===== src/dbg_pkg.sv =====
// Purpose: Constants for the dual byte general-purpose port block
// Assumes: Register access over a simple byte-wide address/strobe port
// Notes: Offsets are byte addresses on the register port
package dbg_pkg;
    localparam int         DBG_WIDTH         = 8;
    localparam logic [7:0] DBG_OFS_P1_DIR    = 8'h9F;
    localparam logic [7:0] DBG_OFS_P2_DIR    = 8'hAF;
    localparam logic [7:0] DBG_OFS_P1_LVL    = 8'hBF;
    localparam logic [7:0] DBG_OFS_P2_LVL    = 8'hCF;
    localparam logic [7:0] DBG_OFS_P1_DRV    = 8'hDF;
    localparam logic [7:0] DBG_OFS_P2_DRV    = 8'hEF;
    localparam logic [7:0] DBG_RST_DIR       = 8'h00;
    localparam logic [7:0] DBG_RST_LVL       = 8'hFF;
    localparam logic [7:0] DBG_RST_DRV       = 8'h00;
    localparam logic [7:0] DBG_RDATA_UNMAP   = 8'h00;
    localparam logic       DBG_RST_PULLUP    = 1'b1;
    // Interface mode codes on the two mode straps
    localparam logic [1:0] DBG_MODE_MUX8     = 2'h0;
    localparam logic [1:0] DBG_MODE_MUX8_ALT = 2'h2;
endpackage : dbg_pkg


===== src/dbg_ports.sv =====
// Purpose: Two byte-wide general-purpose ports with per-pin direction
// Assumes: Registers reached over a byte address, read and write strobe
// Notes: Pins are split into input, output and output enable
`timescale 1ns/1ps
module dbg_ports
    import dbg_pkg::*;
(
    input  wire logic       i_core_clk,
    input  wire logic       i_srst,
    input  wire logic       i_reg_wr,
    input  wire logic       i_reg_rd,
    input  wire logic [7:0] i_reg_addr,
    input  wire logic [7:0] i_reg_wdata,
    output logic      [7:0] o_reg_rdata,
    input  wire logic [1:0] i_if_mode,
    input  wire logic       i_serial_mode,
    input  wire logic [7:0] i_port_one_pins,
    output logic      [7:0] o_port_one_pins,
    output logic      [7:0] o_port_one_pins_oe,
    output logic            o_port_one_pullup_en,
    input  wire logic [7:0] i_port_two_pins,
    output logic      [7:0] o_port_two_pins,
    output logic      [7:0] o_port_two_pins_oe,
    output logic            o_port_two_pullup_en
);
    logic [7:0] port_one_direction_reg;
    logic [7:0] port_two_direction_reg;
    logic [7:0] port_one_drive_levels_reg;
    logic [7:0] port_two_drive_levels_reg;
    logic [7:0] port_one_pin_levels;
    logic [7:0] port_two_pin_levels;
    logic       gpio_mode;

    // Port one is general purpose only when the upper bus lines are free
    assign gpio_mode = i_serial_mode || (i_if_mode == DBG_MODE_MUX8)
                       || (i_if_mode == DBG_MODE_MUX8_ALT);

    // Level registers are the synchroniser outputs; no write path exists
    dbg_sync #(.WIDTH(DBG_WIDTH)) u_sync_one (
        .i_core_clk (i_core_clk),
        .i_srst     (i_srst),
        .i_async    (i_port_one_pins),
        .o_sync     (port_one_pin_levels)
    );
    dbg_sync #(.WIDTH(DBG_WIDTH)) u_sync_two (
        .i_core_clk (i_core_clk),
        .i_srst     (i_srst),
        .i_async    (i_port_two_pins),
        .o_sync     (port_two_pin_levels)
    );

    // Direction registers, cleared so every pin starts as an input
    always_ff @(posedge i_core_clk)
    begin
        if (i_srst)
        begin
            port_one_direction_reg <= DBG_RST_DIR;
            port_two_direction_reg <= DBG_RST_DIR;
        end
        else if (i_reg_wr)
        begin
            if (i_reg_addr == DBG_OFS_P1_DIR)
                port_one_direction_reg <= i_reg_wdata;
            if (i_reg_addr == DBG_OFS_P2_DIR)
                port_two_direction_reg <= i_reg_wdata;
        end
    end

    // Drive registers hold their value whatever the direction
    always_ff @(posedge i_core_clk)
    begin
        if (i_srst)
        begin
            port_one_drive_levels_reg <= DBG_RST_DRV;
            port_two_drive_levels_reg <= DBG_RST_DRV;
        end
        else if (i_reg_wr)
        begin
            if (i_reg_addr == DBG_OFS_P1_DRV)
                port_one_drive_levels_reg <= i_reg_wdata;
            if (i_reg_addr == DBG_OFS_P2_DRV)
                port_two_drive_levels_reg <= i_reg_wdata;
        end
    end

    // Each pull-up drops on the first write to its own port's direction register and stays off until reset
    always_ff @(posedge i_core_clk)
    begin
        if (i_srst)
        begin
            o_port_one_pullup_en <= DBG_RST_PULLUP;
            o_port_two_pullup_en <= DBG_RST_PULLUP;
        end
        else if (i_reg_wr)
        begin
            if (i_reg_addr == DBG_OFS_P1_DIR)
                o_port_one_pullup_en <= 1'b0;
            if (i_reg_addr == DBG_OFS_P2_DIR)
                o_port_two_pullup_en <= 1'b0;
        end
    end

    // Pin drivers registered: enable two cycles after a direction write; port one's enable stays clear unless gpio_mode
    always_ff @(posedge i_core_clk)
    begin
        if (i_srst)
        begin
            o_port_one_pins    <= DBG_RST_DRV;
            o_port_one_pins_oe <= DBG_RST_DIR;
            o_port_two_pins    <= DBG_RST_DRV;
            o_port_two_pins_oe <= DBG_RST_DIR;
        end
        else
        begin
            o_port_one_pins    <= port_one_drive_levels_reg;
            o_port_one_pins_oe <= gpio_mode ? port_one_direction_reg : 8'h00;
            o_port_two_pins    <= port_two_drive_levels_reg;
            o_port_two_pins_oe <= port_two_direction_reg;
        end
    end

    // Read data registered; one cycle after the read strobe
    always_ff @(posedge i_core_clk)
    begin
        if (i_srst)
            o_reg_rdata <= DBG_RDATA_UNMAP;
        else if (i_reg_rd)
        begin
            case (i_reg_addr)
                DBG_OFS_P1_DIR: o_reg_rdata <= port_one_direction_reg;
                DBG_OFS_P2_DIR: o_reg_rdata <= port_two_direction_reg;
                DBG_OFS_P1_LVL: o_reg_rdata <= port_one_pin_levels;
                DBG_OFS_P2_LVL: o_reg_rdata <= port_two_pin_levels;
                DBG_OFS_P1_DRV: o_reg_rdata <= port_one_drive_levels_reg;
                DBG_OFS_P2_DRV: o_reg_rdata <= port_two_drive_levels_reg;
                default:        o_reg_rdata <= DBG_RDATA_UNMAP;
            endcase
        end
    end

    // Checks
    property p_dir_write_enables;
        @(posedge i_core_clk) disable iff (i_srst)
        (i_reg_wr && i_reg_addr == DBG_OFS_P2_DIR) |=> ##1
            (o_port_two_pins_oe == $past(i_reg_wdata, 2));
    endproperty
    a_dir_write_enables: assert property (p_dir_write_enables)
        else $error("port two enable does not follow direction write");

    property p_undriven_when_input;
        @(posedge i_core_clk) disable iff (i_srst)
        (port_one_direction_reg == 8'h00) |=> (o_port_one_pins_oe == 8'h00);
    endproperty
    a_undriven_when_input: assert property (p_undriven_when_input)
        else $error("port one driven while all pins are inputs");

    property p_drive_follows;
        @(posedge i_core_clk) disable iff (i_srst)
        (i_reg_wr && i_reg_addr == DBG_OFS_P1_DRV) |=> ##1
            (o_port_one_pins == $past(i_reg_wdata, 2));
    endproperty
    a_drive_follows: assert property (p_drive_follows)
        else $error("port one pin level does not follow drive register");

    property p_pullup_off;
        @(posedge i_core_clk) disable iff (i_srst)
        (i_reg_wr && i_reg_addr == DBG_OFS_P1_DIR) |=> !o_port_one_pullup_en;
    endproperty
    a_pullup_off: assert property (p_pullup_off)
        else $error("port one pull-ups still on after direction write");

    property p_mode_gate;
        @(posedge i_core_clk) disable iff (i_srst)
        !gpio_mode |=> (o_port_one_pins_oe == 8'h00);
    endproperty
    a_mode_gate: assert property (p_mode_gate)
        else $error("port one driven in a bus mode");

    property p_level_read;
        @(posedge i_core_clk) disable iff (i_srst)
        (i_reg_rd && i_reg_addr == DBG_OFS_P1_LVL) |=>
            (o_reg_rdata == $past(i_port_one_pins, 3));
    endproperty
    a_level_read: assert property (p_level_read)
        else $error("port one level read not the synchronised pin");

    property p_level_read_two;
        @(posedge i_core_clk) disable iff (i_srst)
        (i_reg_rd && i_reg_addr == DBG_OFS_P2_LVL) |=>
            (o_reg_rdata == $past(i_port_two_pins, 3));
    endproperty
    a_level_read_two: assert property (p_level_read_two)
        else $error("port two level read not the synchronised pin");

    property p_reset_values;
        @(posedge i_core_clk)
        i_srst |=> (o_port_one_pins_oe == 8'h00 && o_port_two_pins == 8'h00
                    && o_port_one_pullup_en);
    endproperty
    a_reset_values: assert property (p_reset_values)
        else $error("reset values wrong");

    // A later write only reaches the pins one edge after this check looks
    property p_dir_one_enables;
        @(posedge i_core_clk) disable iff (i_srst)
        (i_reg_wr && i_reg_addr == DBG_OFS_P1_DIR) ##1 gpio_mode
            |=> (o_port_one_pins_oe == $past(i_reg_wdata, 2));
    endproperty
    a_dir_one_enables: assert property (p_dir_one_enables)
        else $error("port one enable does not follow direction write");

    property p_pullup_two_off;
        @(posedge i_core_clk) disable iff (i_srst)
        (i_reg_wr && i_reg_addr == DBG_OFS_P2_DIR) |=> !o_port_two_pullup_en;
    endproperty
    a_pullup_two_off: assert property (p_pullup_two_off)
        else $error("port two pull-ups still on after direction write");

    property p_drive_two_follows;
        @(posedge i_core_clk) disable iff (i_srst)
        (i_reg_wr && i_reg_addr == DBG_OFS_P2_DRV) |=> ##1
            (o_port_two_pins == $past(i_reg_wdata, 2));
    endproperty
    a_drive_two_follows: assert property (p_drive_two_follows)
        else $error("port two pin level does not follow drive register");

    // Direction changes must never disturb the stored drive level
    property p_drive_hold;
        @(posedge i_core_clk) disable iff (i_srst)
        !(i_reg_wr && i_reg_addr == DBG_OFS_P1_DRV)
            |=> (port_one_drive_levels_reg == $past(port_one_drive_levels_reg));
    endproperty
    a_drive_hold: assert property (p_drive_hold)
        else $error("port one drive register changed without a write");
endmodule // dbg_ports


===== src/dbg_sync.sv =====
// Purpose: Two-flop synchroniser for a group of pin inputs
// Assumes: Single clock, synchronous active-high reset
// Notes: First stage feeds only the second stage
`timescale 1ns/1ps
module dbg_sync
    import dbg_pkg::*;
#(
    parameter int WIDTH = DBG_WIDTH
)
(
    input  wire logic             i_core_clk,
    input  wire logic             i_srst,
    input  wire logic [WIDTH-1:0] i_async,
    output logic      [WIDTH-1:0] o_sync
);
    logic [WIDTH-1:0] meta_reg;

    // Both stages reset to ones so the level register reads high after reset
    always_ff @(posedge i_core_clk)
    begin
        if (i_srst)
        begin
            meta_reg <= WIDTH'(DBG_RST_LVL);
            o_sync   <= WIDTH'(DBG_RST_LVL);
        end
        else
        begin
            meta_reg <= i_async;
            o_sync   <= meta_reg;
        end
    end
endmodule // dbg_sync


===== config.mk =====
export PLATFORM = sky130hd
export DESIGN_NAME = dbg_ports
export DESIGN_NICKNAME = d
export VERILOG_FILES = /design/src/dbg_pkg.sv /design/src/dbg_ports.sv /design/src/dbg_sync.sv
export SDC_FILE = /design/constraint.sdc
export NUM_CORES = 1
export LEC_CHECK = 0
export ABC_CLOCK_PERIOD_IN_PS = 1450
export BUFFER_PORTS_ARGS = -buffer_cell sky130_fd_sc_hd__clkbuf_2
export CAP_MARGIN = 20
export CORE_ASPECT_RATIO = 1.75
export CORE_MARGIN = 5
export CORE_UTILIZATION = 55
export CTS_BUF_LIST = sky130_fd_sc_hd__clkbuf_8
export CTS_CLUSTER_DIAMETER = 60
export CTS_CLUSTER_SIZE = 10
export DETAILED_ROUTE_END_ITERATION = 10
export PLACE_DENSITY = 0.81
export SETUP_SLACK_MARGIN = 0.5
export SYNTH_ARGS = -nofsm -noshare
export SYNTH_HDL_FRONTEND = slang
export SYNTH_SLANG_ARGS = --single-unit

===== constraint.sdc =====
create_clock -name i_core_clk -period 1.45 [get_ports i_core_clk]
set_input_delay 0.145 -clock i_core_clk [delete_from_list [all_inputs] [get_ports i_core_clk]]
set_output_delay 0.145 -clock i_core_clk [all_outputs]
set_load 0.01 [all_outputs]

### After elaboration in Yosys (flattened, before gate mapping)

Cells that the tools add are included.

| word-level totals | value |
|---|---|
| bits in registers | 106 |
| word-level logic and storage cells | 32 |
| bits of input ports | 39 |
| output and inout bits | 42 |

| operators by class | value |
|---|---|
| bitwise gates (word level) | 1 |
| eq/ne operators | 7 |
| reductions and logical operators | 8 |
| mux-type cells | 1 |

Operators by type and width:

| operator | number |
|---|---|
| 8-bit == test (second input constant) | 6 |
| 8-bit one-hot mux with 6 select lines | 1 |
| 2-bit AND reduction | 4 |
| 2-bit == test (second input constant) | 1 |
| 2-bit logical NOT | 1 |
| 1-bit logical OR | 2 |
| 2-bit OR reduction | 1 |
| 1-bit NOT | 1 |

### Depth between registers and ports, before layout

| logic depth | value |
|---|---|
| depth in word-level cells | 5 |
| gate-level depth with buffers | 6 |
| gate-level depth less buffers | 4 |

### Modules after synthesis

A second synthesis with hierarchy kept.

| second synthesis, totals | value |
|---|---|
| cell total of the unflattened synthesis | 337 |
| area, all modules | 3,724.8 um^2 |

By module, submodules not included:

| module | sequential area each (um^2) | area an instance (um^2) | cells an instance | times used |
|---|---|---|---|---|
| dbg_ports | 1,481.4 | 2,861.5 | 271 | 1 |
| dbg_sync | 320.3 | 431.7 | 33 | 2 |

### Worst setup path after synthesis

OpenSTA, ideal clock, no wires.

| timing path | value |
|---|---|
| path type | input port to flip-flop |
| start point | input i_reg_addr[0] |
| end point | register o_port_two_pullup_en |
| setup time | 0.114 ns |
| setup slack | 0.255 ns |
| stages | 6 |
| required time | 1.336 ns |
| data arrival time | 1.081 ns |
| path buffers | 2 |
| path through | and4_1 > and2_1 > buf_2 > nand3_1 > buf_4 > a21o_1 |

| between the ends | value |
|---|---|
| cells in the longest elaborated chain, start to end | 2 |

RTL lines:

| item | RTL line | source |
|---|---|---|
| from (decl) | dbg_ports.sv:12 | `input wire logic [7:0] i_reg_addr,` |
| 8-bit == test | dbg_ports.sv:98 | `if (i_reg_addr == DBG_OFS_P2_DIR)` |
| 2-bit AND reduction (no source line) | -- |  |
| to (signal assigned) | dbg_ports.sv:92 | `o_port_two_pullup_en <= DBG_RST_PULLUP;` |
| to (signal assigned) | dbg_ports.sv:99 | `o_port_two_pullup_en <= 1'b0;` |
| to (decl) | dbg_ports.sv:24 | `output logic o_port_two_pullup_en` |

No other way between the ends.
A chain may end at the register's enable or synchronous reset.

### Worst setup path after layout

| timing path | value |
|---|---|
| start point | register port_one_direction_reg[5] |
| end point | register o_reg_rdata[5] |

| between the ends | value |
|---|---|
| cells in the longest elaborated chain, start to end | 1 |

RTL lines:

| item | RTL line | source |
|---|---|---|
| from (decl) | dbg_ports.sv:26 | `logic [7:0] port_one_direction_reg;` |
| from (signal assigned) | dbg_ports.sv:63 | `port_one_direction_reg <= i_reg_wdata;` |
| 8-bit one-hot mux with 6 select lines | dbg_ports.sv:129 | `case (i_reg_addr)` |
| to (signal assigned) | dbg_ports.sv:130 | `DBG_OFS_P1_DIR: o_reg_rdata <= port_one_direction_reg;` |
| to (signal assigned) | dbg_ports.sv:131 | `DBG_OFS_P2_DIR: o_reg_rdata <= port_two_direction_reg;` |
| to (signal assigned) | dbg_ports.sv:132 | `DBG_OFS_P1_LVL: o_reg_rdata <= port_one_pin_levels;` |
| to (decl) | dbg_ports.sv:14 | `output logic [7:0] o_reg_rdata,` |

No other way between the ends.

==> results.sh <==
export IMPL_grt_antenna_before_repair=0
export IMPL_timing_setup_tns_ns=0
export IMPL_r2r_slack_ns=0.29
export IMPL_worst_setup_path_end_kind="flop"
export IMPL_largest_net_degree_at_the_start_of_global_routing=25
export IMPL_worstPathMaxFanout=2
export IMPL_netlist_cell_type_count=36
export IMPL_final_cell_mix="dfxtp_1, clkbuf_2, nand2b_1"
export IMPL_r2r_start="port_one_direction_reg[5]$_SDFFE_PP0P_"
export IMPL_synthesis_nets=372
export IMPL_timing_fmax_mhz=859
export IMPL_detailed_place_hpwl_um=5380
export IMPL_wire_length_of_the_first_global_routing_pass_um=12700
export IMPL_clock_skew_ns=0.00863
export IMPL_worstPathCellList="mux2_4, a222oi_1, a211oi_1"
export IMPL_gp_congestion=0.818
export IMPL_tritoncts="yes"
export IMPL_ff_latch_area_mm2=0.00216
export IMPL_crit_path_start="port_one_direction_reg[5]$_SDFFE_PP0P_"
export IMPL_number_of_warnings_issued_by_yosys=0
export IMPL_maxSlewHeadroom_pct=60.3
export IMPL_synth_area_mm2=0.00364
export IMPL_insertedDiodeCount=0
export IMPL_critical_path_slowest_cell="dfxtp_2"
export IMPL_critical_path_arrival_ns=1.40
export IMPL_cts_buffers_inserted=9
export IMPL_via_count_of_the_first_global_routing_pass=2693
export IMPL_place_ws_ns=0.0592
export IMPL_endpoints_failing_hold=0
export IMPL_worst_skew_pair_late_latency_ns=0.36
export IMPL_cp_endpoint="o_reg_rdata[5]$_SDFFE_PP0P_"
export IMPL_start_kind="flop"
export IMPL_timing_rr_end="o_reg_rdata[5]$_SDFFE_PP0P_"
export IMPL_worst_endpoint_required_ns=1.69
export IMPL_fillers=468
export IMPL_p_per_area_mw_per_mm2=1060
export IMPL_nNetsFinal=480
export IMPL_fp_dieArea_mm2=0.00840
export IMPL_floorplan_rows=39
export IMPL_cts_reportedPaths_clkPinSlew_ns=0.09
export IMPL_hold_class="input port to flop"
export IMPL_p_leak_nw=2.42
export IMPL_dieHeight_um=118
export IMPL_cts_buffer_depth=2
export IMPL_post_synth_cell_area_avg_um2=10.9
export IMPL_vdd_drop_max_uv=850
export IMPL_unrepaired_setup_endpoints_after_global_routing="yes"
export IMPL_core_mm2=0.00649
export IMPL_syn_instance_count=333
export IMPL_drt_pass1_iterations=4
export IMPL_max_slew_worst_pin_slew_ns=0.596
export IMPL_timing_reg2reg_worst_path_depth=3
export IMPL_clkSinkCount=106
export IMPL_post_route_period_util_pct=80.3
export IMPL_path_class="flop to flop"
export IMPL_setup_viol=0
export IMPL_drt_iter0_drc=158
export IMPL_finalWorstSetupSlack_ns=0.286
export IMPL_run_status="finished, final reports clean"
export IMPL_post_drt_via_cell_ratio=5.00
export IMPL_critical_path_max_stage_delay_ns=0.33
export IMPL_cts_root_buffer="clkbuf_8"
export IMPL_h_tree_depth=3
export IMPL_multi_input_comb_area_mm2=0.00141
export IMPL_drc=0
export IMPL_grt_overflow_total=0
export IMPL_mostFrequentLayoutCell="dfxtp_1"
export IMPL_die_width_um=71.5
export IMPL_vias=2638
export IMPL_io_buffer_count=79
export IMPL_grt_total_usage_pct=19.2
export IMPL_period_needed_ns=1.16
export IMPL_drive_gt1_share_pct=43.7
export IMPL_layout_area_overhead_vs_synth_pct=32.8
export IMPL_synth_seq_area_share_pct=58.4
export IMPL_initial_utilization_pct=56.0
export IMPL_postSynthRegisterBits=106
export IMPL_drv_slew=0
export IMPL_max_cap_violations=0
export IMPL_num_io_pins=81
export IMPL_postRouteWirelength_um=7560
export IMPL_postRouteAntennaNets=0
export IMPL_detail_route_wl_per_cell_um=14.3
layout make-up:
class	count	area share (%)
timing repair buffer	112	17.3
sequential	106	44.7
inverter	31	2.41
tap	82	2.12
clock inverter	5	1.11
clock buffer	11	3.14
multi-input combinational	181	29.2
worst min path at each step:
stage,startpoint,to,slack (ns),depth (start not counted)
after global routing,i_reg_wdata[2],port_two_direction_reg[2]$_SDFFE_PP0P_,0.12,3
after floorplan,i_port_one_pins[0],u_sync_one.meta_reg[0]$_SDFF_PP1_,0.25,1
after detailed placement,i_port_one_pins[7],u_sync_one.meta_reg[7]$_SDFF_PP1_,0.33,2
after global placement,i_port_two_pins[0],u_sync_two.meta_reg[0]$_SDFF_PP1_,0.33,2
final,i_reg_wdata[5],port_one_direction_reg[5]$_SDFFE_PP0P_,0.10,3
after CTS,i_reg_wdata[5],port_one_direction_reg[5]$_SDFFE_PP0P_,0.09,3
per-stage QoR:
step	total power, mW	utilization (%)	std cells	hold WS (ns)	instance area (um2)
floorplan	3.22	-	333	0.249	3710
global placement	3.33	64.9	491	0.329	4210
detailed placement	3.34	64.9	491	0.329	4210
CTS	5.16	71.2	524	0.0862	4620
global route	5.34	74.4	528	0.122	4830
finish	5.13	74.4	528	0.104	4830
layer usage:
| layer | part of all wire, % | global-route usage [%] | wire [um] |
|---|---|---|---|
| met4 | 1.8 | 7.06 | 135 |
| met1 | 40 | 21.9 | 3020 |
| met2 | 52 | 33.2 | 3940 |
| met5 | 0 | 0 | 0 |
| met3 | 6.2 | 5.21 | 470 |
kinds of logic after synthesis:
group | count (synthesis) | share of synthesized area [%]
flops | 106 | 58.4
buf+inv | 46 | 5.33
compound gates | 41 | 7.95
mux | 32 | 8.88
simple gates | 108 | 19.5
cells in the mapped netlist:
master,n,area share (%)
and2_1,9,1.5
or2_2,32,5.5
a22o_1,2,0.48
nor3_1,1,0.14
o21a_1,1,0.21
nand2_1,3,0.31
clkbuf_1,8,0.83
nor2_1,7,0.72
nand3_4,1,0.48
nand3b_1,9,1.9
buf_6,1,0.31
o21ai_1,13,1.8
a222oi_1,2,0.55
nand3_2,1,0.28
mux2_1,2,0.62
dfxtp_1,106,58
nand4_4,1,0.58
buf_4,3,0.62
inv_1,31,3.2
buf_2,2,0.28
a21oi_1,1,0.14
and3b_1,1,0.24
o21bai_1,1,0.21
nand3_1,1,0.14
and2_4,2,0.48
nor3b_2,1,0.34
a21o_1,2,0.41
a221oi_1,12,2.9
nand2b_1,34,5.8
a211oi_1,2,0.41
nor2b_1,2,0.34
mux2i_1,30,8.3
and4_1,1,0.24
buf_1,1,0.10
nor3b_1,2,0.41
o22ai_1,5,0.86
power by group:
group          total, mW  switching (mW)  internal (mW)
sequential          2.97          0.0166           2.96
combinational      0.353           0.160          0.192
clock               1.81           0.924          0.883
what timing repair did:
item                       4_1_cts  5_1_grt
hold buffers                    16        0
setup endpoints to repair       54       73
gates resized for setup         19       80
buffers inserted                 1        4
pin swaps                        4        7
hold endpoints to repair        16        0
critical path, delay by kind of cell, from the launching register on:
| kind | cells | cell delay (ns) |
|---|---|---|
| AO/OA/AOI/OAI | 2 | 0.44 |
| flip-flops | 1 | 0.33 |
| multiplexers | 1 | 0.26 |
(Power assumes the default switching activity.)
